File: src/rcls_period_meter.sv
// Notes on behaviour
// - four modal ratio sets; the one indexed by mode select applies.
// - global settings apply in every mode, untouched by mode select.
// - the loop compares output/reference ratio with target, sets N.
// - wide loop bandwidth while acquiring, narrow once locked.
// - with skip tolerance on, lock holds across gaps up to 20 ms.
// - one global bit enables or disables skip tolerance.
// - after a clean loss the output runs for 2^23 oscillator cycles.
// - a glitch or period change on loss drops lock at once; with skip on, a longer period inside the skip window keeps lock.
// - after the 2^23-cycle timeout, unlock and apply unlocked behavior.
// - a reference back after the timeout is re-acquired, then locks.
// - a return after the skip window but in time re-acquires unlocked.
// - skip off, a return inside the skip window re-acquires unlocked.
// - skip on, a return inside the skip window keeps output running.
// - lock within 200 periods below 200 kHz, within 3 ms above.
//
// holds the shared constants and the reference period meter.
// assumes edge_i is a one-cycle pulse already synchronised to sys_clk_i.
`timescale 1ns/10ps
package rcls_pkg;
  localparam int          CNT_W          = 24;
  localparam int          RATIO_W        = 32;
  localparam int          FRAC_W         = 20;
  localparam int          CLK_HZ         = 40_000_000;
  localparam int          SKIP_WINDOW_MS = 20;
  localparam int          SKIP_WINDOW_CYC = SKIP_WINDOW_MS * (CLK_HZ / 1000);
  localparam int          TIMEOUT_CYC    = 8_388_608;
  localparam int          LOCK_MAX_UI    = 200;
  localparam int          WIDE_SHIFT     = 1;
  localparam int          NARROW_SHIFT   = 5;
  localparam logic [3:0]  LOCK_RUN       = 4'h8;
  localparam logic [31:0] DIV_RST        = 32'h0010_0000;
  typedef enum logic [1:0] {ST_ACQ, ST_LOCK, ST_LOST} rcls_state_type;
endpackage

module rcls_period_meter #(
  parameter int TIMEOUT = rcls_pkg::TIMEOUT_CYC
) (
  input  wire logic                       sys_clk_i,  // oscillator clock
  input  wire logic                       srst_i,     // sync reset
  input  wire logic                       edge_i,     // reference edge
  output logic [rcls_pkg::CNT_W-1:0]      count_o,    // cycles since edge
  output logic [rcls_pkg::CNT_W-1:0]      period_o,   // last full period
  output logic                            timeout_o   // counter overflowed
);
  localparam logic [rcls_pkg::CNT_W-1:0] LIMIT = rcls_pkg::CNT_W'(TIMEOUT);
  logic [rcls_pkg::CNT_W-1:0] next_count;
  logic [rcls_pkg::CNT_W-1:0] next_period;
  logic                       next_timeout;

  always_comb begin
    next_count   = count_o;
    next_period  = period_o;
    next_timeout = timeout_o;
    if (edge_i) begin
      next_period  = count_o;
      next_count   = '0;
      next_timeout = 1'b0;
    end else if (count_o == LIMIT - 1'b1) begin
      next_timeout = 1'b1;
    end else if (!timeout_o) begin
      next_count = count_o + 1'b1;
    end
  end

  always_ff @(posedge sys_clk_i) begin
    if (srst_i) begin
      count_o   <= '0;
      period_o  <= '0;
      timeout_o <= 1'b0;
    end else begin
      count_o   <= next_count;
      period_o  <= next_period;
      timeout_o <= next_timeout;
    end
  end
endmodule // rcls_period_meter

File: src/rcls_supervisor.sv
// digital loop and reference-loss supervisor of the clock multiplier.
// assumes ref_clk_i and mode pins are asynchronous; fb_tick_i is a one-cycle
// pulse per synthesizer output cycle already on sys_clk_i.
`timescale 1ns/10ps
module rcls_supervisor #(
  parameter int TIMEOUT  = rcls_pkg::TIMEOUT_CYC,
  parameter int SKIP_CYC = rcls_pkg::SKIP_WINDOW_CYC
) (
  input  wire logic        sys_clk_i,                   // oscillator clock
  input  wire logic        srst_i,                      // sync reset
  input  wire logic        ref_clk_i,                   // reference pin
  input  wire logic        fb_tick_i,                   // output clock tick
  input  wire logic [1:0]  mode_sel_i,                  // mode select pins
  input  wire logic [31:0] ratio0_i,                    // set 0 ratio 12.20
  input  wire logic [31:0] ratio1_i,                    // set 1 ratio 12.20
  input  wire logic [31:0] ratio2_i,                    // set 2 ratio 12.20
  input  wire logic [31:0] ratio3_i,                    // set 3 ratio 12.20
  input  wire logic        skip_tolerance_enable_i,     // global skip enable
  input  wire logic        unlocked_output_behavior_i,  // 1 run when unlocked
  output logic [31:0]      divide_value_o,              // synthesizer N
  output logic             locked_o,                    // loop locked
  output logic             wide_bw_o,                   // acquiring bandwidth
  output logic             clk_out_run_o,               // output clock gate
  output logic             timeout_o                    // reference lost
);
  localparam int W = rcls_pkg::CNT_W;
  localparam logic [W-1:0] SKIP_LIM = W'(SKIP_CYC);

  rcls_pkg::rcls_state_type state, next_state;
  logic [2:0]  ref_sync;
  logic [1:0]  mode_m, mode_q;
  logic        ref_edge;
  logic [W-1:0] count, period, prev_per, next_prev_per;
  logic [W-1:0] fb_cnt, next_fb_cnt, tol;
  logic [31:0] div_n, next_div_n, ratio_sel;
  logic [3:0]  good_cnt, next_good_cnt;
  logic signed [33:0] err;
  logic        short_per, long_per, in_gap, err_small, skip_ok;

  function automatic logic [31:0] loop_step(input logic [31:0] n,
                                            input logic signed [33:0] e,
                                            input int sh);
    logic signed [33:0] sum;
    sum = $signed({2'b00, n}) + (e >>> sh);
    return sum[31:0];
  endfunction

  always_ff @(posedge sys_clk_i) begin
    if (srst_i) begin
      ref_sync <= '0;
      mode_m   <= '0;
      mode_q   <= '0;
    end else begin
      ref_sync <= {ref_sync[1:0], ref_clk_i};
      mode_m   <= mode_sel_i;
      mode_q   <= mode_m;
    end
  end
  assign ref_edge = ref_sync[1] & ~ref_sync[2];

  rcls_period_meter #(.TIMEOUT(TIMEOUT)) u_meter (
    .sys_clk_i (sys_clk_i),
    .srst_i    (srst_i),
    .edge_i    (ref_edge),
    .count_o   (count),
    .period_o  (),
    .timeout_o (timeout_o)
  );
  assign period = count;  // period closing at this edge

  always_comb begin
    case (mode_q)
      2'h0:    ratio_sel = ratio0_i;
      2'h1:    ratio_sel = ratio1_i;
      2'h2:    ratio_sel = ratio2_i;
      default: ratio_sel = ratio3_i;
    endcase
  end

  // target minus measured output cycles per reference period, 12.20
  assign err = $signed({2'b00, ratio_sel})
             - $signed({2'b00, fb_cnt[11:0], 20'h0_0000});
  assign err_small = (err < 34'sh0_0010_0000) && (err > -34'sh0_0010_0000);
  assign tol       = prev_per >> 3;
  assign short_per = period < prev_per - tol;
  assign long_per  = period > prev_per + tol;
  assign in_gap    = count > prev_per + tol;
  assign skip_ok   = skip_tolerance_enable_i && period <= SKIP_LIM;

  always_comb begin
    next_state    = state;
    next_div_n    = div_n;
    next_good_cnt = good_cnt;
    next_prev_per = prev_per;
    next_fb_cnt   = fb_tick_i ? fb_cnt + 1'b1 : fb_cnt;
    if (ref_edge) begin
      next_fb_cnt   = fb_tick_i ? W'(1) : '0;
      next_prev_per = period;
    end
    if (timeout_o && state != rcls_pkg::ST_LOST) begin
      next_state    = rcls_pkg::ST_LOST;
      next_good_cnt = '0;
    end else if (ref_edge) begin
      case (state)
        rcls_pkg::ST_LOST: begin
          next_state = rcls_pkg::ST_ACQ;
        end
        rcls_pkg::ST_ACQ: begin
          next_div_n = loop_step(div_n, err, rcls_pkg::WIDE_SHIFT);
          if (err_small) begin
            next_good_cnt = good_cnt + 1'b1;
            if (good_cnt == rcls_pkg::LOCK_RUN - 1'b1) begin
              next_state = rcls_pkg::ST_LOCK;
            end
          end else begin
            next_good_cnt = '0;
          end
        end
        rcls_pkg::ST_LOCK: begin
          if (short_per) begin
            next_state    = rcls_pkg::ST_ACQ;
            next_good_cnt = '0;
          end else if (long_per && skip_ok) begin
            next_prev_per = prev_per;
          end else if (long_per) begin
            next_state    = rcls_pkg::ST_ACQ;
            next_good_cnt = '0;
          end else begin
            next_div_n = loop_step(div_n, err, rcls_pkg::NARROW_SHIFT);
          end
        end
        default: next_state = rcls_pkg::ST_LOST;
      endcase
    end
  end

  always_ff @(posedge sys_clk_i) begin
    if (srst_i) begin
      state    <= rcls_pkg::ST_LOST;
      div_n    <= rcls_pkg::DIV_RST;
      good_cnt <= '0;
      prev_per <= '0;
      fb_cnt   <= '0;
    end else begin
      state    <= next_state;
      div_n    <= next_div_n;
      good_cnt <= next_good_cnt;
      prev_per <= next_prev_per;
      fb_cnt   <= next_fb_cnt;
    end
  end

  assign divide_value_o = div_n;
  assign locked_o       = state == rcls_pkg::ST_LOCK;
  assign wide_bw_o      = state != rcls_pkg::ST_LOCK;
  // output runs while locked, incl. a clean gap before timeout
  assign clk_out_run_o  = locked_o | unlocked_output_behavior_i;
endmodule // rcls_supervisor

File: config.mk
export PLATFORM = sky130hd
export DESIGN_NAME = rcls_supervisor
export DESIGN_NICKNAME = d
export VERILOG_FILES = /design/src/rcls_period_meter.sv /design/src/rcls_supervisor.sv
export SDC_FILE = /design/constraint.sdc
export NUM_CORES = 1
export LEC_CHECK = 0
export BUFFER_PORTS_ARGS = -buffer_cell sky130_fd_sc_hd__clkbuf_2
export CELL_PAD_IN_SITES_DETAIL_PLACEMENT = 2
export CELL_PAD_IN_SITES_GLOBAL_PLACEMENT = 2
export CORE_MARGIN = 2
export CORE_UTILIZATION = 29
export DETAILED_ROUTE_END_ITERATION = 10
export PLACE_DENSITY = 0.69
export SYNTH_ARGS = -nofsm -noshare
export SYNTH_HDL_FRONTEND = slang
export SYNTH_SLANG_ARGS = --single-unit
export TNS_END_PERCENT = 100
File: constraint.sdc
create_clock -name sys_clk_i -period 6.6 [get_ports sys_clk_i]
set_clock_uncertainty 0.15 [all_clocks]
set_input_delay 1.32 -clock sys_clk_i [delete_from_list [all_inputs] [get_ports sys_clk_i]]
set_output_delay 1.32 -clock sys_clk_i [all_outputs]
set_load 0.02 [all_outputs]
## Word level (Yosys, flattened, before mapping)

Index checks and enable logic that the tools add are counted.
Widths: inputs -> output; s select.

| word-level totals | value |
|---|---|
| bits in registers | 118 |
| latch bits | 0 |
| RAM bits | 0 |
| memory bits (read-only) | 0 |
| bits of input ports | 136 |
| output and inout bits | 36 |
| memories kept | 0 |

| operators by class | value |
|---|---|
| $add $sub $neg | 8 |
| multipliers | 0 |
| divide/modulo/power cells | 0 |
| magnitude comparators | 5 |
| eq/ne operators | 16 |
| shift-type cells | 0 |
| multiplexer cells | 25 |
| bitwise operators | 6 |
| reduce and logical (&&, ||, !) cells | 14 |

Operator list:

| kind | number |
|---|---|
| $mux 24 | 8 |
| $mux 32 | 3 |
| $pmux 32 s3 | 1 |
| $pmux 32 s2 | 1 |
| $add 24x1->24 const B | 2 |
| $gt 33x21->1 const B | 1 |
| $lt 33x22->1 const B | 1 |
| $sub 32x32->33 | 1 |
| $add 32x28->32 | 1 |
| $add 32x32->32 | 1 |
| $add 24x21->24 | 1 |
| $eq 24x23->1 const B | 1 |
| $gt 24x24->1 | 1 |
| $le 24x20->1 const B | 1 |
| $lt 24x24->1 | 1 |
| $sub 24x21->24 | 1 |
| $mux 4 | 4 |
| $ne 2x2->1 const B | 6 |
| $mux 2 | 5 |
| $pmux 4 s2 | 1 |
| $pmux 2 s3 | 1 |
| $reduce_and 6->1 | 1 |
| $ne 5x5->1 const B | 1 |
| $reduce_and 5->1 | 1 |
| 17 further kinds | 28 |

## Depth between registers and ports, before layout

Gate-level depths: netlist of run 1.

| logic depth | value |
|---|---|
| depth after elaboration | 8 |
| mapped depth | 24 |

## Hierarchy

From an unflattened synthesis of run 1, not the netlist that was laid out.

| second synthesis, totals | value |
|---|---|
| cells, all modules | 1442 |
| area, all modules | 11891.4 sq um |

By module, submodules not included:

| module | times used | cells an instance | area each (sq um) | seq. area each (sq um) |
|---|---|---|---|---|
| rcls_supervisor | 1 | 1222 | 9748.1 | 1621.6 |
| rcls_period_meter | 1 | 220 | 2143.3 | 980.9 |

## Worst setup path after synthesis of run 1

OpenSTA, ideal clock, no wires.

| timing path | value |
|---|---|
| path kind | reg-to-reg |
| start point | register mode_q[0] |
| end point | register div_n[30] (netlist: divide_value_o[30]) |
| arrival time | 4930 ps |
| path slack | 1384 ps |
| stages on the path, launching flop included | 19 |
| period minus slack after synthesis | 5216 ps |
| cells stage by stage | dfxtp_1 buf_2 buf_2 buf_1 mux4_2 ha_1 nor2b_1 o31a_1 o311ai_2 a21boi_0 o41ai_2 nand2_1 nand2_1 ha_1 a21o_1 a211oi_1 a21boi_1 mux2i_1 o311ai_1 |

| between the ends | value |
|---|---|
| longest elaborated chain between the ends | 8 |
| elaborated cells between the ends (all ways) | 11 |

RTL lines:

| element | RTL line | RTL |
|---|---|---|
| start: declaration | rcls_supervisor.sv:31 | `logic [1:0] mode_m, mode_q;` |
| start signal: assignment | rcls_supervisor.sv:56 | `mode_q <= mode_m;` |
| $eq 2x2->1, or another cell as far along | rcls_supervisor.sv:72 | `case (mode_q)` |
| $pmux 32 s3 * | rcls_supervisor.sv:72 |  |
| $sub 32x32->33 * | rcls_supervisor.sv:82 | `- $signed({2'b00, fb_cnt[11:0], 20'h0_0000});` |
| $add 32x28->32 | rcls_supervisor.sv:44 | `sum = $signed({2'b00, n}) + (e >>> sh);` |
| $mux 32 | rcls_supervisor.sv:125 | `end else if (long_per) begin` |
| $mux 32 | rcls_supervisor.sv:123 | `end else if (long_per && skip_ok) begin` |
| $mux 32 | rcls_supervisor.sv:120 | `if (short_per) begin` |
| $pmux 32 s2 * | rcls_supervisor.sv:104 | `case (state)` |
| end signal: assignment | rcls_supervisor.sv:140 | `div_n <= rcls_pkg::DIV_RST;` |
| end signal: assignment | rcls_supervisor.sv:146 | `div_n <= next_div_n;` |
| end: declaration | rcls_supervisor.sv:35 | `logic [31:0] div_n, next_div_n, ratio_sel;` |

Mark *: on every way between the ends. The rest lies on a longest branch, timed or not. The select of a mux whose other input is x is not followed.
A chain may end at the register's enable or synchronous reset.

## Final worst setup path of run 1

| timing path | value |
|---|---|
| start point | register prev_per[4] |
| end point | register div_n[24] (netlist: divide_value_o[24]) |

| between the ends | value |
|---|---|
| longest elaborated chain between the ends | 5 |
| elaborated cells between the ends (all ways) | 9 |

RTL lines:

| element | RTL line | RTL |
|---|---|---|
| start: declaration | rcls_supervisor.sv:33 | `logic [W-1:0] count, period, prev_per, next_prev_per;` |
| start signal: assignment | rcls_supervisor.sv:148 | `prev_per <= next_prev_per;` |
| $add 24x21->24 | n/a |  |
| $gt 24x24->1 | n/a |  |
| $logic_and 1x1->1 | rcls_supervisor.sv:123 |  |
| $ne 2x2->1 (no source line) | n/a |  |
| $reduce_and 6->1 (no source line) * | n/a |  |

Mark *: on every way between the ends. The rest lies on a longest branch, timed or not.

==> flow_summary.yaml, run 1 <==
run_status:
  status: "completed"
detailed_routing:
  via_count: 10180
  vias_per_cell: 5.294
  drc: 0
  ant_nets: 0
  wl_per_cell_microns: 19.10
  drt_iter0_markers: 342
  drt_wl_total_microns: 36710
  first_pass_iters: 4
clock_network:
  clk_pin_slew_ns: 0.08
  post_cts_buffers: 0
  clk_latency_ns: 0.37
  clkSinkCount: 106
  cts_hold_buf: 0
  cts_root_buf: "clkbuf_16"
  cts_inserted_buffers: 9
  cts_resized: 0
  htreeDepth: 3
  cts_buffer_depth: 2
  cts_tree: "yes"
timing:
  finalSetupViolations: 0
  min_period_ns: 5.656
  max_freq_ghz: 0.1768
  max_slew_margin: 0.3407
  hold_viol: 0
  period_share: 0.8570
  tns_ns: 0
  slew_violations: 0
  worstMarginPinSlew_ns: 0.9799
  rsz0062_at_grt: "false"
setup_path:
  path_cells: "inv_1 > ha_1 > nor2b_1 > o21ai_0 > a21boi_0 > o21ai_0 > a2111oi_0 > buf_4 > o211ai_2 > nand2b_1 > a21oi_1 > xor2_1 > ha_1 > a21o_1 > a21o_1 > a211o_1 > a21oi_1 > nand2_1 > o211ai_1 > buf_12 > nor3b_1 > a221o_1"
  slowest_stage: "dfxtp_1"
  critPathLaunchType: "register"
  worstPathMaxFanout: 67
  endpoint_kind: "register"
  required_ns: 6.70
  path_class: "register to register"
  max_stage_delay_ns: 0.52
  worst_ep_arrival_time_ns: 5.76
global_routing:
  grt_pass1_vias: 11220
  grt_pass1_wl_microns: 60630
  grt_max_degree: 68
  grtUsageTotal: 0.1969
  grt-ovfl-total: 0
  antenna_found_initial: 1
power_and_ir_drop:
  total_power_mw: 1.702
  p_leak_nw: 5.677
  power_density_nw_per_um2: 138.7
  max-vdd-ir-drop_v: 0.0001030
min_path:
  holdCritPathClass: "register to register"
placed_design:
  dp_hpwl_microns: 29570
  globalplace.congestion: 0.7811
  portBuffers: 171
yosys:
  syn_nets: 1583
  synth-seq-area-share: 0.2003
  synth_edf_count: 0
  synth-async-reset-ratio: 0
  ys.flop_type: "dfxtp_1"
  syn_inst: 1306
  syn_area_sq_um: 10590
  yosysWarnings: 0
  syn_avg_cell_area_sq_um: 8.111
  yosys.cell_types.count: 77
  ys_ff_latch: 106
floorplanning:
  initial_core_util: 0.2921
  die_w_microns: 195.1
  placementRows: 70
  die_h_microns: 195.1
  die-area_sq_um: 38070
  io_pins: 172
  coreArea_sq_um: 36260
cells_and_area:
  nNetsFinal: 1725
  layout_common_cells: "nor2_1 (178), clkbuf_2 (171), ha_1 (137)"
  areaGrowthSynthToFinish_pct: 15.83
  fillCellCount: 4308
  drive_above_1_share: 0.1789
  mostFrequentLayoutCell: "nor2_1"
flow_run:
  maxCapViolations: 0
## cells in the mapped netlist, types with 4 or more instances
cell,count,area share
or2_2,5,0.0030
and3_1,12,0.0071
o31ai_1,4,0.0028
a211oi_1,12,0.0085
a2111oi_0,4,0.0033
o21a_1,13,0.0092
nor2_1,178,0.063
a21boi_0,4,0.0028
fa_1,4,0.0076
o21ai_0,47,0.022
a211o_1,4,0.0033
inv_1,74,0.026
nor4b_1,6,0.0050
nand3_1,36,0.017
or3_1,12,0.0071
nor2b_1,20,0.012
a21oi_1,82,0.039
a31oi_1,6,0.0035
buf_1,9,0.0032
o21ai_1,4,0.0019
dfxtp_1,106,0.20
nand2_1,119,0.042
xnor2_1,63,0.052
nand4_1,14,0.0083
mux2i_1,36,0.034
mux4_2,32,0.068
buf_2,8,0.0038
ha_1,137,0.16
o41ai_1,4,0.0033
nand2b_1,16,0.0094
o22ai_1,7,0.0041
nor4_1,15,0.0089
nor3_1,26,0.012
o31a_1,6,0.0050
clkbuf_1,33,0.012
o21bai_1,11,0.0078
o211ai_1,6,0.0043
xor2_1,33,0.027
and4_1,5,0.0041
a21o_1,29,0.021
## flip-flops by register name (all words and copies together), names as in the netlist
| name | flops |
|---|---|
| prev_per | 24 |
| fb_cnt | 12 |
| ref_sync | 3 |
| mode_m | 2 |
| divide_value_o | 32 |
| u_meter.count_o | 24 |
| u_meter.timeout_o | 1 |
| good_cnt | 4 |
| state | 2 |
| mode_q | 2 |
## kinds of logic (layout without fill, tap and decap cells)
family,count (synthesis),in the layout,synth area share
buffers and inverters,127,274,0.04737
multiplexers,68,68,0.1021
other,0,1,0
flip-flops,106,106,0.2003
AO/OA/AOI/OAI,287,287,0.1891
AND/OR/NAND/NOR,481,481,0.2124
XOR/XNOR,96,96,0.07938
adder cells (fa/ha/maj),141,141,0.1694
## power breakdown
| part | switching [mW] | leakage [nW] | internal [mW] |
|---|---|---|---|
| Clock | 0.287 | 0.161 | 0.349 |
| Combinational | 0.233 | 4.66 | 0.174 |
| Sequential | 0.0131 | 0.857 | 0.646 |
## metrics by stage
stage	std cells	area, sq um	utilization	setup slack, ns	hold WS [ns]
floorplan	1306	10590	-	1.384	0.2638
global placement	1905	11930	0.3291	0.8189	0.2658
detailed placement	1905	11930	0.3291	0.7280	0.2778
CTS	1921	12270	0.3383	0.8928	0.3092
global route	1922	12270	0.3384	0.4917	0.3232
finish	1922	12270	0.3384	0.9439	0.3052
## area by class of cell
class                           count  area (sq um)  area share
Multi-Input combinational cell   1073          7969      0.6495
Inverter                           75         281.5     0.02295
Tap cell                          468         585.6     0.04773
Sequential cell                   106          2125      0.1732
Antenna cell                        1         2.502   0.0002040
Clock inverter                      6         96.34    0.007852
Clock buffer                       10         239.0     0.01948
Timing Repair Buffer              183         970.9     0.07913
## worst max-delay path, delay by kind of cell, from the launching register on
family / cells / cell delay (ns)
simple gates: 4 / 0.41
xor+xnor: 1 / 0.26
flops: 1 / 0.52
compound gates: 12 / 2.87
buf+inv: 3 / 0.64
fa+ha+maj: 2 / 0.62
## final timing paths
check / endpoint / slack [ns] / start / cells after the start
setup / recovery: divide_value_o[24] / 0.94 / prev_per[4] / 22
hold / removal: mode_q[0] / 0.31 / mode_m[0] / 1
setup reg to reg: divide_value_o[24] / 0.94 / prev_per[4] / 22
hold reg to reg: mode_q[0] / 0.31 / mode_m[0] / 1
## routing by layer
layer	up-vias	share of wire	global-route usage
li1	4965	-	-
met1	5083	0.48	0.2617
met2	100	0.49	0.3487
met3	28	0.015	0.01641
met4	0	0.013	0.03930
met5	-	0	0
Power figures use the tool's default switching activity.
==> run 2, diff against run 1 <==
RECOVER_POWER = 25   (was default)
==> flow_summary.yaml, run 2 (synthesis gave the netlist of run 1 again) <==
detailed_routing:
  drt_iter0_markers: 339
  drt_wl_total_microns: 36660
  drc: 0
  first_pass_iters: 4
  ant_nets: 0
  wl_per_cell_microns: 19.08
  via_count: 10170
  vias_per_cell: 5.291
floorplanning:
  die-area_sq_um: 38070
  die_w_microns: 195.1
  initial_core_util: 0.2921
  io_pins: 172
  coreArea_sq_um: 36260
  placementRows: 70
  die_h_microns: 195.1
global_routing:
  grt_pass1_wl_microns: 60630
  grt_use_met1: 0.2617
  grtUsageTotal: 0.1969
  grt_max_degree: 68
  use_met3: 0.01641
  grt_pass1_vias: 11220
  grt.busiest_layer: "met2"
  grt-ovfl-total: 0
  use_met2: 0.3487
  antenna_found_initial: 1
timing:
  worstMarginPinSlew_ns: 3.090
  min_period_ns: 5.737
  finalSetupViolations: 0
  rsz0062_at_grt: "false"
  hold_viol: 0
  period_share: 0.8692
  tns_ns: 0
  max_slew_margin: -1.060
  slew_violations: 62
  max_freq_ghz: 0.1743
setup_path:
  endpoint_kind: "register"
  critPathLaunchType: "register"
  cp_num_buf_inv: 3
  path_delay_family: "compound AO/OA/AOI/OAI gates"
  required_ns: 6.70
  slowest_stage: "dfxtp_1"
  worstPathMaxFanout: 67
  path_cells: "inv_1 > ha_1 > nor2b_1 > o21ai_0 > a21boi_0 > o21ai_0 > a2111oi_0 > buf_4 > o211ai_2 > nand2b_1 > a21oi_1 > xor2_1 > ha_1 > a21o_1 > a21o_1 > a211o_1 > a21oi_1 > nand2_1 > o211ai_1 > buf_12 > nor3b_1 > a221o_1"
  worst_ep_arrival_time_ns: 5.84
  path_class: "register to register"
  max_stage_delay_ns: 0.52
clock_network:
  cts_inserted_buffers: 9
  cts_buffer_depth: 2
  cts_resized: 0
  cts_tree: "yes"
  cts_hold_buf: 0
  htreeDepth: 3
  post_cts_buffers: 0
  clk_latency_ns: 0.37
  clkSinkCount: 106
  cts_root_buf: "clkbuf_16"
  clk_pin_slew_ns: 0.08
power_and_ir_drop:
  p_leak_nw: 5.580
  max-vdd-ir-drop_v: 0.0001030
  power_density_nw_per_um2: 139.1
cells_and_area:
  mostFrequentLayoutCell: "nor2_1"
  final_area_sq_um: 12230
  nNetsFinal: 1725
  final_cell_count_no_fill: 1922
  multiInputGateArea_sq_um: 7969
  largest_register_ffs: 32
  final_util: 0.3373
  layout_common_cells: "nor2_1 (178), clkbuf_2 (144), ha_1 (137)"
  drive_above_1_share: 0.1597
  fillCellCount: 4315
  areaGrowthSynthToFinish_pct: 15.47
  regArea_sq_um: 2125
run_status:
  violations: "capacitance limit, slew limit"
  status: "finished, violations left"
placed_design:
  postPlaceCellArea_sq_um: 11930
  dp_hpwl_microns: 29570
  dp_cells: 1905
  globalplace.congestion: 0.7811
  portBuffers: 171
min_path:
  holdCritPathClass: "register to register"
flow_run:
  maxCapViolations: 1
-- run 2: path summary, 6_finish.rpt --
| path | startpoint | to | slack, ns | depth (start not counted) |
|---|---|---|---|---|
| worst min register to register | mode_m[0] | mode_q[0] | 0.30 | 1 |
| worst max-delay path | prev_per[4] | divide_value_o[24] | 0.86 | 22 |
| worst max register to register | prev_per[4] | divide_value_o[24] | 0.86 | 22 |
| worst min-delay path | mode_m[0] | mode_q[0] | 0.30 | 1 |
-- run 2: power breakdown --
part / internal [mW] / switching (mW) / total [mW]
clock: 0.349 / 0.287 / 0.635
combinational: 0.173 / 0.233 / 0.407
sequential: 0.646 / 0.0131 / 0.659
total: 1.17 / 0.533 / 1.70
-- run 2: cell type report --
type	instances	share of cell area
clock inverter	6	0.007876
tap	468	0.04787
antenna	1	0.0002046
inverter	75	0.02302
timing repair buffer	183	0.07631
sequential	106	0.1737
multi-input combinational	1073	0.6515
clock buffer	10	0.01954
-- run 2: layer usage --
layer | vias to the layer above | routed length, microns
met1 | 5080 | 17500
met3 | 26 | 555
met4 | 0 | 471
met2 | 96 | 18140
met5 | - | 0
li1 | 4968 | -
-- run 2: through the flow --
step / power, mW / setup WS, ns / hold WS (ns)
6_report: 1.701 / 0.8632 / 0.3043
5_1_grt: 1.802 / 0.3698 / 0.3232
4_1_cts: 1.729 / 0.8928 / 0.3092
3_5_place_dp: 1.085 / 0.7280 / 0.2778
3_3_place_gp: 1.074 / 0.8189 / 0.2658
2_1_floorplan: 0.9441 / 1.384 / 0.2638
